==> config.mk <==
export PLATFORM = sky130hd
export DESIGN_NAME = ltwc_top
export DESIGN_NICKNAME = d
export VERILOG_FILES = /design/src/rtl/ltwc_prio.v /design/src/rtl/ltwc_top.v
export VERILOG_INCLUDE_DIRS = /design/src /design/src/include
export SDC_FILE = /design/constraint.sdc
export NUM_CORES = 1
export LEC_CHECK = 0
export BUFFER_PORTS_ARGS = -buffer_cell sky130_fd_sc_hd__buf_2
export CAP_MARGIN = 20
export CELL_PAD_IN_SITES_DETAIL_PLACEMENT = 2
export CELL_PAD_IN_SITES_GLOBAL_PLACEMENT = 2
export CORE_UTILIZATION = 24
export CTS_BUF_LIST = sky130_fd_sc_hd__clkbuf_16
export CTS_CLUSTER_SIZE = 24
export DETAILED_ROUTE_END_ITERATION = 16
export GPL_TIMING_DRIVEN = 0
export PLACE_DENSITY = 0.79
export SYNTH_ARGS = -nofsm -noshare
export SYNTH_HDL_FRONTEND = slang
export SYNTH_SLANG_ARGS = --single-unit
==> constraint.sdc <==
create_clock -name core_clk_i -period 1.79 [get_ports core_clk_i]
set_input_delay 0.2685 -clock core_clk_i [delete_from_list [all_inputs] [get_ports core_clk_i]]
set_output_delay 0.2685 -clock core_clk_i [all_outputs]
set_load 0.02 [all_outputs]
==> src/include/ltwc_defines.vh <==
/*
 * Constants for the long table write controller: register offsets,
 * field positions, reset values and timing counts.
 * Assumes inclusion by bare name from the design files.
 */
`ifndef LTWC_DEFINES_VH
`define LTWC_DEFINES_VH

// Register byte offsets on the APB slave.
`define LTWC_OFS_CTRL        12'h000
`define LTWC_OFS_ENABLE      12'h004
`define LTWC_OFS_FLAG        12'h008
`define LTWC_OFS_STATUS      12'h00C
`define LTWC_OFS_IRQ_STAT    12'h010
`define LTWC_OFS_IRQ_MASK    12'h014

// Control register fields.
`define LTWC_CTRL_GDIS_BIT   0
`define LTWC_CTRL_RST        1'h1

// Source indices; lower index has higher priority among core sources.
`define LTWC_SRC_EXT         0
`define LTWC_SRC_TMR         1
`define LTWC_SRC_TCKI        2
`define LTWC_SRC_PERI        3
`define LTWC_NUM_SRC         4

// Event status bits.
`define LTWC_EV_DONE_BIT     0
`define LTWC_EV_ABORT_BIT    1
`define LTWC_EV_SHORT_BIT    2
`define LTWC_EV_VECT_BIT     3
`define LTWC_NUM_EV          4

// Short write length in cycles when the programming voltage is absent.
`define LTWC_SHORT_CYCLES    2'h2

`endif

==> src/rtl/ltwc_prio.v <==
/*
 * Priority picker: one-hot grant of the lowest-index set request.
 * Assumes a purely combinational use inside the controller.
 */
`timescale 1ns/1ps
`default_nettype none

module ltwc_prio #(
    parameter N = 3
) (
    input  wire [N-1:0] req_i,
    output reg  [N-1:0] gnt_o
);

    integer i;
    reg     found;

    // Walk from the highest priority bit upward and grant the first.
    always @* begin
        gnt_o = {N{1'b0}};
        found = 1'b0;
        for (i = 0; i < N; i = i + 1) begin
            if (req_i[i] && !found) begin
                gnt_o[i] = 1'b1;
                found = 1'b1;
            end
        end
    end

endmodule

`default_nettype wire

==> src/rtl/ltwc_top.v <==
/*
 * Long table write controller: stalls the core during a long write to
 * program memory, ends it on a qualifying interrupt or on reset, and
 * decides vectoring and automatic flag clearing.
 * Offsets, field positions and the short write length are shared constants.
 * Assumes a single 125 MHz clock, synchronous inputs, and an APB master.
 */
// Notes on behaviour
// - Table write starts long write, stalls core
// - Only qualifying interrupt or reset ends it
// - Enable and flag end it; global ignored
// - Vector when global disable clear, else continue
// - Core source: highest enabled flag auto-cleared
// - Pending interrupt aborts write as no-op
// - Peripheral flag stays set on vectoring
// - Core source, disabled globally: end, clear
// - Peripheral, disabled globally: end, keep flag
// - No programming voltage: two-cycle write, unchanged
// - Vectoring sets global disable
// - Flags set regardless of enable and global
`timescale 1ns/1ps
`default_nettype none
`include "ltwc_defines.vh"

module ltwc_top #(
    // Table address and data widths of the program memory.
    parameter AW = 16,
    parameter DW = 16
) (
    input  wire          core_clk_i,
    input  wire          rst_n_i,
    // Core table write request, interrupt sources and return.
    input  wire          table_write_instruction_i,
    input  wire [AW-1:0] tbl_addr_i,
    input  wire [DW-1:0] tbl_data_i,
    input  wire          clear_programming_voltage_pin_i,
    input  wire          external_interrupt_pin_i,
    input  wire          first_timer_overflow_i,
    input  wire          timer_clock_input_edge_i,
    input  wire          periph_flag_i,
    input  wire          irq_return_i,
    // APB register port.
    input  wire          psel,
    input  wire          penable,
    input  wire          pwrite,
    input  wire [11:0]   paddr,
    input  wire [31:0]   pwdata,
    output wire          pready,
    output reg  [31:0]   prdata,
    output wire          pslverr,
    // Core and program memory side.
    output wire          stall_o,
    output reg           prog_we_o,
    output reg  [AW-1:0] prog_addr_o,
    output reg  [DW-1:0] prog_data_o,
    output reg           vector_o,
    output reg  [1:0]    vector_sel_o,
    output reg           nop_o,
    output wire          irq_o
);

    // Sequencer states. Idle accepts a table write; the long state holds
    // the array strobe until a qualifying source or reset; the short
    // state models the two-cycle write taken when the programming
    // voltage is missing, during which the array is never touched.
    localparam ST_IDLE  = 2'h0;
    localparam ST_LONG  = 2'h1;
    localparam ST_SHORT = 2'h2;

    // Three core sources plus one summary line for all peripherals.
    localparam NS = `LTWC_NUM_SRC;

    // Sequencer state, software-visible control and event bookkeeping.
    reg  [1:0]    state;
    reg  [1:0]    short_cnt;
    reg           global_interrupt_disable;
    reg  [NS-1:0] enable;
    reg  [2:0]    core_flag;
    reg  [`LTWC_NUM_EV-1:0] ev_stat;
    reg  [`LTWC_NUM_EV-1:0] ev_mask;

    // Source qualification and bus decode; all of it is combinational
    // and settles within the cycle in which the inputs are sampled.
    wire [2:0]    core_evt;
    wire [2:0]    core_qual;
    wire [2:0]    core_gnt;
    wire          peri_qual;
    wire          any_qual;
    wire          apb_acc;
    wire          apb_wr;
    wire          apb_rd;
    // Outcome of the current cycle, decided once and used by the sequencer,
    // flag, global disable and event registers so that they can never disagree.
    reg  [2:0]    next_core_clr;
    reg           next_vec;
    reg           next_done;
    reg           next_abort;
    reg           next_short;
    reg  [1:0]    next_sel;

    // Event pulses in priority order: bit 0 is the external pin, bit 2
    // the timer clock input edge.
    assign core_evt = {timer_clock_input_edge_i, first_timer_overflow_i,
                       external_interrupt_pin_i};

    // A source qualifies with both enable and flag set; global not used.
    assign core_qual = core_flag & enable[2:0];
    assign peri_qual = periph_flag_i & enable[`LTWC_SRC_PERI];
    assign any_qual  = (|core_qual) | peri_qual;

    // Highest-priority enabled pending core source. The grant is one-hot,
    // so an abort or a termination clears at most one core flag and the
    // lower ones stay pending for the core to take later.
    ltwc_prio #(
        .N(3)
    ) u_prio (
        .req_i (core_qual),
        .gnt_o (core_gnt)
    );

    // APB slave handshake: zero wait state, no errors. Read data is
    // prepared in the setup cycle, so the access cycle can always end
    // at once; unmapped offsets read as zero and ignore writes.
    assign pready  = 1'b1;
    assign pslverr = 1'b0;
    assign apb_acc = psel & penable;
    assign apb_wr  = apb_acc & pwrite;
    assign apb_rd  = apb_acc & ~pwrite;

    // Core stalls during long write and during the short write. The
    // stall follows the state directly, so it drops in the same cycle
    // as the array strobe and the core never runs with the strobe high.
    assign stall_o = (state == ST_LONG) || (state == ST_SHORT);

    // One level interrupt: high while any unmasked event bit is set.
    // Masking hides an event from the line but keeps it in the status.
    assign irq_o = |(ev_stat & ev_mask);

    // Decide the outcome of this cycle from state and sources. The
    // global disable only chooses between vectoring and resuming; it is
    // deliberately left out of the qualification, so a write still ends
    // while interrupts are globally off. Peripheral flags belong to
    // their owners and are never cleared here.
    always @* begin
        next_core_clr = 3'h0;
        next_vec      = 1'b0;
        next_done     = 1'b0;
        next_abort    = 1'b0;
        next_short    = 1'b0;
        next_sel      = 2'h0;
        case (state)
            ST_IDLE: begin
                if (table_write_instruction_i && any_qual) begin
                    // Pending interrupt turns the write into a no-op.
                    next_abort    = 1'b1;
                    next_core_clr = core_gnt;
                end else if (table_write_instruction_i &&
                             !clear_programming_voltage_pin_i) begin
                    next_short = 1'b1;
                end
            end
            // A table write seen here is ignored: the core is stalled and
            // cannot issue one, and a second strobe would upset the cell.
            ST_LONG: begin
                if (any_qual) begin
                    // Only a qualifying source ends the write.
                    next_done = 1'b1;
                    next_vec  = ~global_interrupt_disable;
                    if (|core_qual) begin
                        // Core flag cleared whether vectoring or not.
                        next_core_clr = core_gnt;
                        next_sel = core_gnt[0] ? 2'h0 :
                                   (core_gnt[1] ? 2'h1 : 2'h2);
                    end else begin
                        // Peripheral flag untouched here.
                        next_sel = 2'h3;
                    end
                end
            end
            // The short state and any unused code decide nothing.
            default: begin
                next_done = 1'b0;
            end
        endcase
    end

    // Write sequencer, program memory strobe and core indications.
    // Address and data are captured with the pulse and held for the
    // whole long write, since the core may change its buses while it
    // is stalled. Vector and abort indications last one cycle. A reset
    // in the middle of a long write drops the strobe at once.
    always @(posedge core_clk_i) begin
        if (!rst_n_i) begin
            state        <= ST_IDLE;
            short_cnt    <= 2'h0;
            prog_we_o    <= 1'b0;
            prog_addr_o  <= {AW{1'b0}};
            prog_data_o  <= {DW{1'b0}};
            vector_o     <= 1'b0;
            vector_sel_o <= 2'h0;
            nop_o        <= 1'b0;
        end else begin
            vector_o <= next_vec;
            nop_o    <= next_abort;
            if (next_vec) begin
                vector_sel_o <= next_sel;
            end
            case (state)
                ST_IDLE: begin
                    if (next_short) begin
                        // Short write never drives the array.
                        state     <= ST_SHORT;
                        short_cnt <= `LTWC_SHORT_CYCLES - 2'h1;
                    end else if (table_write_instruction_i &&
                                 !next_abort) begin
                        // An abort leaves the sequencer idle, so the
                        // array is never strobed for that write.
                        state       <= ST_LONG;
                        prog_we_o   <= 1'b1;
                        prog_addr_o <= tbl_addr_i;
                        prog_data_o <= tbl_data_i;
                    end
                end
                ST_LONG: begin
                    if (next_done) begin
                        // Release the write before resuming.
                        state     <= ST_IDLE;
                        prog_we_o <= 1'b0;
                    end
                end
                ST_SHORT: begin
                    // Counts down from one less than the short length, so
                    // the stall lasts exactly the short write's cycles.
                    if (short_cnt == 2'h0) begin
                        state <= ST_IDLE;
                    end
                    short_cnt <= short_cnt - 2'h1;
                end
                // An unused code recovers to idle with the strobe released.
                default: begin
                    state     <= ST_IDLE;
                    prog_we_o <= 1'b0;
                end
            endcase
        end
    end

    // Core flags: events set, auto clear and software clear; set wins.
    // A flag is set whatever its enable and the global disable say, so
    // a new event in the clearing cycle is kept rather than lost.
    // Source index g matches the bit of the flag register.
    genvar g;
    generate
        for (g = 0; g < 3; g = g + 1) begin : g_flag
            always @(posedge core_clk_i) begin
                if (!rst_n_i) begin
                    core_flag[g] <= 1'b0;
                end else if (core_evt[g]) begin
                    core_flag[g] <= 1'b1;
                end else if (next_core_clr[g]) begin
                    core_flag[g] <= 1'b0;
                end else if (apb_wr && paddr == `LTWC_OFS_FLAG &&
                             pwdata[g]) begin
                    core_flag[g] <= 1'b0;
                end
            end
        end
    endgenerate

    // Global disable: set on vectoring, cleared by return or software.
    // It comes out of reset set, so nothing vectors before software has
    // prepared the handlers. Vectoring wins over a return in one cycle.
    // Software may also write it directly.
    always @(posedge core_clk_i) begin
        if (!rst_n_i) begin
            global_interrupt_disable <= `LTWC_CTRL_RST;
        end else if (next_vec) begin
            global_interrupt_disable <= 1'b1;
        end else if (irq_return_i) begin
            global_interrupt_disable <= 1'b0;
        end else if (apb_wr && paddr == `LTWC_OFS_CTRL) begin
            global_interrupt_disable <= pwdata[`LTWC_CTRL_GDIS_BIT];
        end
    end

    // Enable and event mask registers. An enable written while a flag
    // is already set makes that source qualify in the next cycle.
    always @(posedge core_clk_i) begin
        if (!rst_n_i) begin
            enable  <= {NS{1'b0}};
            ev_mask <= {`LTWC_NUM_EV{1'b0}};
        end else if (apb_wr) begin
            if (paddr == `LTWC_OFS_ENABLE) begin
                enable <= pwdata[NS-1:0];
            end
            if (paddr == `LTWC_OFS_IRQ_MASK) begin
                ev_mask <= pwdata[`LTWC_NUM_EV-1:0];
            end
        end
    end

    // Sticky event bits, write one to clear; a new event wins.
    // Bit order is done, abort, short, vector, so one write of all ones
    // clears every event seen so far without a read first.
    always @(posedge core_clk_i) begin
        if (!rst_n_i) begin
            ev_stat <= {`LTWC_NUM_EV{1'b0}};
        end else begin
            ev_stat <= (ev_stat &
                        ~((apb_wr && paddr == `LTWC_OFS_IRQ_STAT) ?
                          pwdata[`LTWC_NUM_EV-1:0] :
                          {`LTWC_NUM_EV{1'b0}})) |
                       {next_vec, next_short, next_abort, next_done};
        end
    end

    // Read data is registered during the setup phase of a read and
    // holds until the next read setup, so flops drive the bus.
    always @(posedge core_clk_i) begin
        if (!rst_n_i) begin
            prdata <= 32'h0000_0000;
        end else if (psel && !penable && !pwrite) begin
            case (paddr)
                `LTWC_OFS_CTRL:
                    prdata <= {31'h0, global_interrupt_disable};
                `LTWC_OFS_ENABLE:
                    prdata <= {{(32-NS){1'b0}}, enable};
                `LTWC_OFS_FLAG:
                    prdata <= {28'h0, periph_flag_i, core_flag};
                `LTWC_OFS_STATUS:
                    prdata <= {29'h0, prog_we_o, state};
                `LTWC_OFS_IRQ_STAT:
                    prdata <= {28'h0, ev_stat};
                `LTWC_OFS_IRQ_MASK:
                    prdata <= {28'h0, ev_mask};
                default:
                    prdata <= 32'h0000_0000;
            endcase
        end
    end

endmodule

`default_nettype wire
==> impl_results.md, run 1 <==
* Largest net degree at the start of global routing at 11
* Unrepaired setup endpoints after global routing: true
* # rows at 40
* Max-slew violation count at 0
* I/O Pins at 161
* Synthesized area at 0.00302 mm^2
* CP startpoint: enable[2]
* Hold Crit Class: in2reg
* Chip width at 114 um
* Fin cells at 677
* R2R Path Start: enable[2]
* Sequential fraction of the synthesis area at 0.405
* Final ANT Viol Nets at 0
* Number of synthesized register bits at 61
* Layout cells sized above 1 at 0.348
* Cell Pwr Density at 881 mW/mm^2
* H-tree Lvls at 3
* Area grow syn2layout at 38.8%
* Period minus WS final at 1.75 ns
* Worst-case clock skew at 0.00860 ns
* Prevailing post-synth register cell: dfxtp_1
* WP data arrival at 1.93 ns
* Lkg Pwr at 1.97 nW
* DR WL/cell at 15.0 um
* Max Cap Viol at 0
* Slew HR at 0.451
* First-pass GRT wire length at 16.0 mm
* Port Buf Inserts at 102
* ANT cells at 0
* DRC viols at 0
* Clock tree from TritonCTS: built
* Min Hold Slack at 0.152 ns
* Avg Inst Size Synth at 8.33 um^2
* Core area at 0.0121 mm^2
* Total track usage at 0.160
* Final wirelength at 10.2 mm
* Remaining global-route overflow at 0
* Crit Path Class: reg2reg
* Initial DRC Count at 119
* Max Clock Freq at 0.571 GHz
* Crit end category: flip-flop
* Fin crit share at 0.979
* Min-delay src: pwdata[3]
* Placed cell count at 660
* Setup Viol. Count Final at 0
* Initial Util at 0.249
* Post-synth EDFFs at 0
* Clock Latency Late Sink at 0.32 ns
* Bufs on Longest Clock Path at 2
* Vias in the first global route at 3328
* Outcome: complete, no violations
* Placer Congestion at 0.765
* Final hold vios at 0
* Clk sinks at 61
* Antenna violations before repair at 0
* YS warnings at 0
* Vias/cell at 4.52
* Critical path launch point type: flip-flop
* Mapped Cells at 362
* Fin nets at 597
* Tightest Pin Transition at 0.822 ns
* Die height at 114 um
* Via count at 3061
* Share of synthesized registers carrying an async set or reset at 0
* CTS Buf Count at 9
* DIE AREA at 0.0130 mm^2
* CTS clk-pin slew, worst paths at 0.05 ns
* Peak VDD IR at 0.347 mV
* Clock root cell: clkbuf_16
* Drt first pass iters at 4
* Worst Path Max Fanout at 6
* HPWL Detailed at 8.16 mm
* Unique masters post-synth at 52
* Final core occ at 0.345
* Setup TNS at 0 ns
* WP data required at 1.97 ns
[routing by layer]
metal / up-vias / share of wire / global-route usage
met1: 1470 / 0.42 / 0.184
met5: - / 0 / 0
met4: 0 / 0.022 / 0.0684
met2: 93 / 0.50 / 0.288
li1: 1474 / - / -
met3: 24 / 0.049 / 0.0318
[critical path: stages (launching register included)]
cell and delay [ns]:
dfxtp_1 0.47, a22o_1 0.37, nor2_1 0.10, a221oi_1 0.49
o32ai_1 0.17
[final cells by class]
class	count	area [um^2]
Buffer	48	334
Clock buffer	9	225
Clock inverter	6	56.3
Fill cell	1458	7930
Inverter	12	45.0
Multi-Input combinational cell	269	1570
Sequential cell	61	1220
Tap cell	168	210
Timing Repair Buffer	104	526
[final timing paths]
path | slack [ns] | depth (start not counted) | endpoint
max | 0.04 | 4 | state[0]
min reg2reg | 0.45 | 2 | prog_addr_o[14]
max reg2reg | 0.04 | 4 | state[0]
min | 0.15 | 2 | ev_stat[3]
[where the power goes]
part	switching, mW	leakage (nW)	internal (mW)
clock network	0.591	0.144	1.05
registers	0.0392	0.497	1.41
logic	0.350	1.33	0.236
total	0.980	1.97	2.71
[cell usage after synthesis (2+ instances only)]
cell	number	share of area
nor2_1	9	0.011
nand2_1	92	0.11
ha_1	4	0.017
dfxtp_1	61	0.40
a32o_1	2	0.0066
a311oi_1	3	0.0087
a221oi_1	2	0.0058
conb_1	2	0.0025
clkbuf_1	11	0.014
nand2b_1	3	0.0062
mux2i_1	12	0.040
o32ai_1	2	0.0058
or3_1	2	0.0041
and3_1	2	0.0041
mux2_2	6	0.022
inv_1	12	0.015
a2bb2oi_1	3	0.0087
a22oi_1	5	0.012
nand3_1	7	0.012
buf_4	33	0.082
a22o_1	2	0.0058
o21ai_0	6	0.010
nor4_4	2	0.014
buf_2	3	0.0050
nand4_1	3	0.0062
a21oi_1	40	0.066
o211ai_1	2	0.0050
a31oi_1	3	0.0062
nor3b_1	2	0.0050
nor2b_1	4	0.0083
[stage by stage]
stage          setup slack, ns  area (um^2)  power [mW]
3_3_place_gp            -0.243         3840        2.03
3_5_place_dp            -0.319         3840        2.05
4_1_cts                0.00151         4160        3.73
5_1_grt                -0.0451         4180        3.84
2_1_floorplan            0.267         3120        1.84
6_report                0.0374         4180        3.69
[flip-flops by register name, summed over array words and instances, names as in the netlist, 2 cells and up]
register / count
vector_sel_o: 2
core_flag: 3
ev_stat: 4
ev_mask: 4
state: 2
short_cnt: 2
enable: 4
prdata: 4
prog_data_o: 16
prog_addr_o: 16
[kinds of logic (layout without fill, tap and decap cells)]
group / count (synthesis) / count (layout) / share of synthesized area
adder cells (fa/ha/maj): 4 / 4 / 0.0166
AO/OA/AOI/OAI: 81 / 81 / 0.178
multiplexers: 18 / 18 / 0.0622
flip-flops: 61 / 61 / 0.405
AND/OR/NAND/NOR: 136 / 136 / 0.217
other: 2 / 30 / 0.00249
buffers and inverters: 60 / 179 / 0.120
[cell usage in the layout, fill, tap and decap left out, drive strengths merged, types with 2 or more instances in the layout]
cell | synthesis | final
buf | 37 | 141
nand2 | 92 | 92
dfxtp | 61 | 61
a21oi | 40 | 40
conb | 2 | 30
clkbuf | 11 | 20
inv | 12 | 13
mux2i | 12 | 12
nor2 | 9 | 9
nand3 | 7 | 7
o21ai | 7 | 7
a22oi | 7 | 7
mux2 | 6 | 6
nor2b | 4 | 4
nand4 | 4 | 4
ha | 4 | 4
clkinv | 0 | 4
nor4 | 3 | 3
a31oi | 3 | 3
a311oi | 3 | 3
a2bb2oi | 3 | 3
nand2b | 3 | 3
and3 | 3 | 3
a22o | 2 | 2
nor3b | 2 | 2
a32o | 2 | 2
a221oi | 2 | 2
or3 | 2 | 2
o32ai | 2 | 2
o211ai | 2 | 2
or3b | 2 | 2
[what timing repair did]
item                       CTS  global route
hold buffers                 0             0
setup buffers                2             0
setup endpoints to repair   36            34
pin swaps                    2             0
hold endpoints to repair     0             0
gates resized for setup      8             7
No activity file was read; power rests on OpenSTA's default activity.
==> run 2, diff against run 1 <==
- clock period: 1.79 -> 1.95 ns (I/O delays scaled with it)
==> impl_results.md, run 2 (synthesized netlist as in run 1, its figures left out) <==
* Outcome: complete, no violations
* Worst setup margin at 0.130 ns
* Worst Path Max Fanout at 10
* Largest registers: prog_addr_o: 16 flops, prog_data_o: 16 flops
* Drt first pass iters at 4
* Hold Crit Class: in2reg
* GR Util met1 at 0.183
* Via count at 3061
* Tightest Pin Transition at 0.822 ns
* Bufs on Longest Clock Path at 2
* Vias/cell at 4.52
* Port Buf Inserts at 102
* Max Cap Viol at 0
* Peak VDD IR at 0.315 mV
* Fin nets at 597
* Initial Util at 0.249
* Worst-case clock skew at 0.00829 ns
* Cell Pwr Density at 812 mW/mm^2
* Final core occ at 0.343
* Placer Congestion at 0.765
* Crit end category: flip-flop
* Crit Path Class: reg2reg
* Placed cell count at 660
* Period minus WS final at 1.82 ns
* Final ANT Viol Nets at 0
* Met2 Use GR at 0.288
* WP data arrival at 2.07 ns
* Critical path launch point type: flip-flop
* Hold path depth at 2
* Chip width at 114 um
* Slew HR at 0.451
* Clock tree from TritonCTS: built
* Antenna violations before repair at 0
* Gr busiest metal: met2
* Core area at 0.0121 mm^2
* Worst R2R Path Depth at 8
* Lkg Pwr at 1.96 nW
* Clk sinks at 61
* H-tree Lvls at 3
* Most common cell after layout, fill and taps aside: buf_2
* DIE AREA at 0.0130 mm^2
* M3 GR Usage at 0.0323
* DRC viols at 0
* Layout filler cell count at 1463
* Area grow syn2layout at 37.8%
* Max-slew violation count at 0
* Total track usage at 0.160
* HPWL Detailed at 8.16 mm
* Max Clock Freq at 0.549 GHz
* Clock root cell: clkbuf_16
* Fin crit share at 0.933
* Layout cells sized above 1 at 0.344
* Largest net degree at the start of global routing at 11
* Fin cells at 677
* First-pass GRT wire length at 16.0 mm
* Initial DRC Count at 103
* Setup TNS at 0 ns
* Most frequent cells in the layout: buf_2, nand2_1, dfxtp_1
* ANT cells at 0
* # rows at 40
* Die height at 114 um
* Final wirelength at 10.1 mm
* Vias in the first global route at 3308
* DR WL/cell at 14.9 um
* Clock Latency Late Sink at 0.32 ns
* Setup Viol. Count Final at 0
* I/O Pins at 161
* CTS Buf Count at 9
* CTS clk-pin slew, worst paths at 0.06 ns
* Final hold vios at 0
* Remaining global-route overflow at 0
* WP data required at 2.20 ns
* Pre-CTS setup slack at -0.159 ns
==> run 2: worst max-delay path, cell delays in order (launching register included) <==
cell and delay [ns]:
dfxtp_1 0.42, inv_1 0.09, ha_1 0.27, and2_1 0.19
nand4_1 0.08, buf_4 0.17, clkbuf_2 0.25, nand2_1 0.10
a21oi_1 0.17
==> run 2: cell type report <==
type | count | area [um^2] | area share
Multi-Input combinational cell | 269 | 1550 | 0.374
Sequential cell | 61 | 1220 | 0.294
Timing Repair Buffer | 104 | 526 | 0.126
Buffer | 48 | 319 | 0.0768
Clock buffer | 9 | 225 | 0.0542
Tap cell | 168 | 210 | 0.0506
Clock inverter | 6 | 56.3 | 0.0135
Inverter | 12 | 45.0 | 0.0108
==> run 2: power breakdown <==
part	total [mW]	switching (mW)	internal (mW)
clock network	1.51	0.546	0.968
logic	0.527	0.319	0.208
registers	1.33	0.0356	1.30
total	3.38	0.901	2.48
==> run 2: repair_timing <==
action | 4_1_cts | 5_1_grt
pin swaps | 1 | 1
hold buffers | 0 | 0
setup endpoints to repair | 30 | 34
setup buffers | 0 | 2
resized for setup | 3 | 3
==> run 2: routing by layer <==
| metal | vias up | part of all wire |
|---|---|---|
| met3 | 23 | 0.045 |
| met5 | - | 0 |
| li1 | 1473 | - |
| met2 | 84 | 0.50 |
| met1 | 1481 | 0.43 |
| met4 | 0 | 0.022 |
==> run 2: through the flow <==
step | area [um^2] | hold slack, ns | total power [mW]
2_1_floorplan | 3120 | 0.394 | 1.69
6_report | 4160 | 0.175 | 3.38
4_1_cts | 4130 | 0.166 | 3.42
3_5_place_dp | 3840 | 0.452 | 1.88
5_1_grt | 4160 | 0.184 | 3.52
3_3_place_gp | 3840 | 0.440 | 1.86
==> run 2: final timing paths <==
path / startpoint / to / slack [ns]
hold reg to reg: prog_addr_o[9] / prog_addr_o[9] / 0.45
setup reg to reg: state[0] / prog_data_o[11] / 0.13
setup / recovery: state[0] / prog_data_o[11] / 0.13
hold / removal: pwdata[3] / ev_stat[3] / 0.18
==> run 3, diff against run 2 <==
- SETUP_SLACK_MARGIN: not set -> 0.3
==> impl_results.md, run 3 (synthesized netlist as in run 1, its figures left out) <==
* First-pass GRT wire length at 16.3 mm
* Clock Latency Late Sink at 0.32 ns
* # rows at 40
* Area after DPL at 0.00384 mm^2
* Final core occ at 0.355
* Setup TNS at 0 ns
* Area grow syn2layout at 42.4%
* Fin crit share at 0.828
* Final ANT Viol Nets at 0
* Psw at 911 uW
* Via count at 3121
* Clock tree from TritonCTS: built
* Crit Path Class: reg2reg
* Sw Share at 0.268
* Placer Congestion at 0.765
* Max Cap Viol at 0
* Drt first pass iters at 4
* Chip width at 114 um
* Setup Viol. Count Final at 0
* Initial Util at 0.249
* WP data arrival at 1.86 ns
* Max Clock Freq at 0.619 GHz
* Clock root cell: clkbuf_16
* Largest net degree at the start of global routing at 11
* Hold Crit Class: in2reg
* CTS clk-pin slew, worst paths at 0.06 ns
* Remaining global-route overflow at 0
* Hold path depth at 2
* R2R Path Start: enable[0]
* WHS Endpoint: ev_stat[3]
* Flop pwr share at 0.393
* Cell Pwr Density at 792 mW/mm^2
* Critical path launch point type: flip-flop
* Logic gate share of total power at 0.162
* Most frequent cells in the layout: buf_2, nand2_1, dfxtp_1
* DIE AREA at 0.0130 mm^2
* Worst Path Max Fanout at 10
* Layout cells sized above 1 at 0.381
* Period minus WS final at 1.62 ns
* DRC viols at 0
* DR WL/cell at 15.5 um
* CTS Buf Count at 9
* Tightest Pin Transition at 0.657 ns
* Max-slew violation count at 0
* Peak VDD IR at 0.327 mV
* Total track usage at 0.163
* Unrepaired setup endpoints after global routing: true
* Post-route cell area at 0.00429 mm^2
* Outcome: complete, no violations
* Final wirelength at 10.6 mm
* Antenna violations before repair at 0
* Worst-case clock skew at 0.00870 ns
* Internal power at 2.49 mW
* Worst R2R Path Depth at 7
* I/O Pins at 161
* Port Buf Inserts at 102
* Min-delay src: pwdata[3]
* Die height at 114 um
* R2R Setup Slk at 0.33 ns
* Most common cell after layout, fill and taps aside: buf_2
* WP data required at 2.19 ns
* Clock network power share at 0.445
* Slew HR at 0.562
* Reg2reg end: prog_data_o[14]
* Vias/cell at 4.56
* Final hold vios at 0
* Clk sinks at 61
* Lkg Pwr at 2.02 nW
* Initial DRC Count at 100
* HPWL Detailed at 8.16 mm
* H-tree Lvls at 3
* Crit end category: flip-flop
* ANT cells at 0
* Vias in the first global route at 3353
* Layout filler cell count at 1444
* Largest registers: prog_addr_o: 16 flops, prog_data_o: 16 flops
* Fin nets at 605
* Core area at 0.0121 mm^2
* Bufs on Longest Clock Path at 2
==> run 3: changes by cell type in the layout (fill, tap and decap cells not counted), moves of 3 or more <==
cell,change
buf_4,+5
buf_6,+4
dfxtp_2,+3
dfxtp_1,-3
==> run 3: per-stage QoR <==
stage | power, mW | instances | hold WS (ns) | worst slack (ns)
3_5_place_dp | 1.88 | 660 | 0.452 | -0.159
3_3_place_gp | 1.86 | 660 | 0.440 | -0.107
2_1_floorplan | 1.69 | 390 | 0.394 | 0.427
5_1_grt | 3.55 | 685 | 0.184 | 0.261
6_report | 3.40 | 685 | 0.175 | 0.335
4_1_cts | 3.44 | 677 | 0.166 | 0.278
==> run 3: layer usage <==
| layer | vias to the layer above | track usage | routed length (um) | part of all wire |
|---|---|---|---|---|
| li1 | 1495 | - | - | - |
| met1 | 1519 | 0.183 | 4520 | 0.43 |
| met2 | 84 | 0.297 | 5400 | 0.51 |
| met3 | 23 | 0.0318 | 420 | 0.040 |
| met4 | 0 | 0.0693 | 243 | 0.023 |
| met5 | - | 0 | 0 | 0 |
==> run 3: layout make-up <==
cell class | count | area, um^2 | share of cell area
tap | 168 | 210 | 0.0490
timing repair buffer | 112 | 589 | 0.137
inverter | 12 | 45.0 | 0.0105
sequential | 61 | 1220 | 0.285
clock inverter | 6 | 56.3 | 0.0131
clock buffer | 9 | 225 | 0.0524
buffer | 48 | 339 | 0.0790
multi-input combinational | 269 | 1600 | 0.374
==> run 3: critical path, cell delays in order (launching register included) <==
cell     delay (ns)
dfxtp_1        0.30
buf_2          0.17
a22o_4         0.30
nor4_4         0.23
buf_6          0.16
buf_6          0.14
nand2_1        0.07
a21oi_1        0.16
==> run 3: power groups by stage <==
| stage | sequential (mW) | combinational, mW | clock, mW |
|---|---|---|---|
| final | 1.34 | 0.552 | 1.51 |
| after global routing | 1.34 | 0.602 | 1.60 |
| after CTS | 1.34 | 0.546 | 1.56 |
| after detailed placement | 1.36 | 0.520 | 0 |
| after global placement | 1.36 | 0.501 | 0 |
| after floorplan | 1.40 | 0.292 | 0 |
==> run 3: timing repair <==
| item | CTS | global route |
|---|---|---|
| setup endpoints to repair | 44 | 39 |
| gates resized for setup | 19 | 13 |
| setup buffers | 2 | 8 |
| endpoints found under the hold margin | 0 | 0 |
| cloned | 0 | 0 |
| hold buffers | 0 | 0 |
| pin swaps | 2 | 3 |
==> run 3: worst max path at each step <==
stage | depth (start not counted) | start | to | slack, ns
3_5_place_dp | 7 | state[0] | prog_data_o[11] | -0.16
3_3_place_gp | 6 | paddr[3] | ev_stat[0] | -0.11
5_1_grt | 7 | enable[0] | prog_data_o[14] | 0.26
6_report | 7 | enable[0] | prog_data_o[14] | 0.33
2_1_floorplan | 7 | state[0] | prog_addr_o[0] | 0.43
4_1_cts | 8 | state[1] | prog_data_o[11] | 0.28
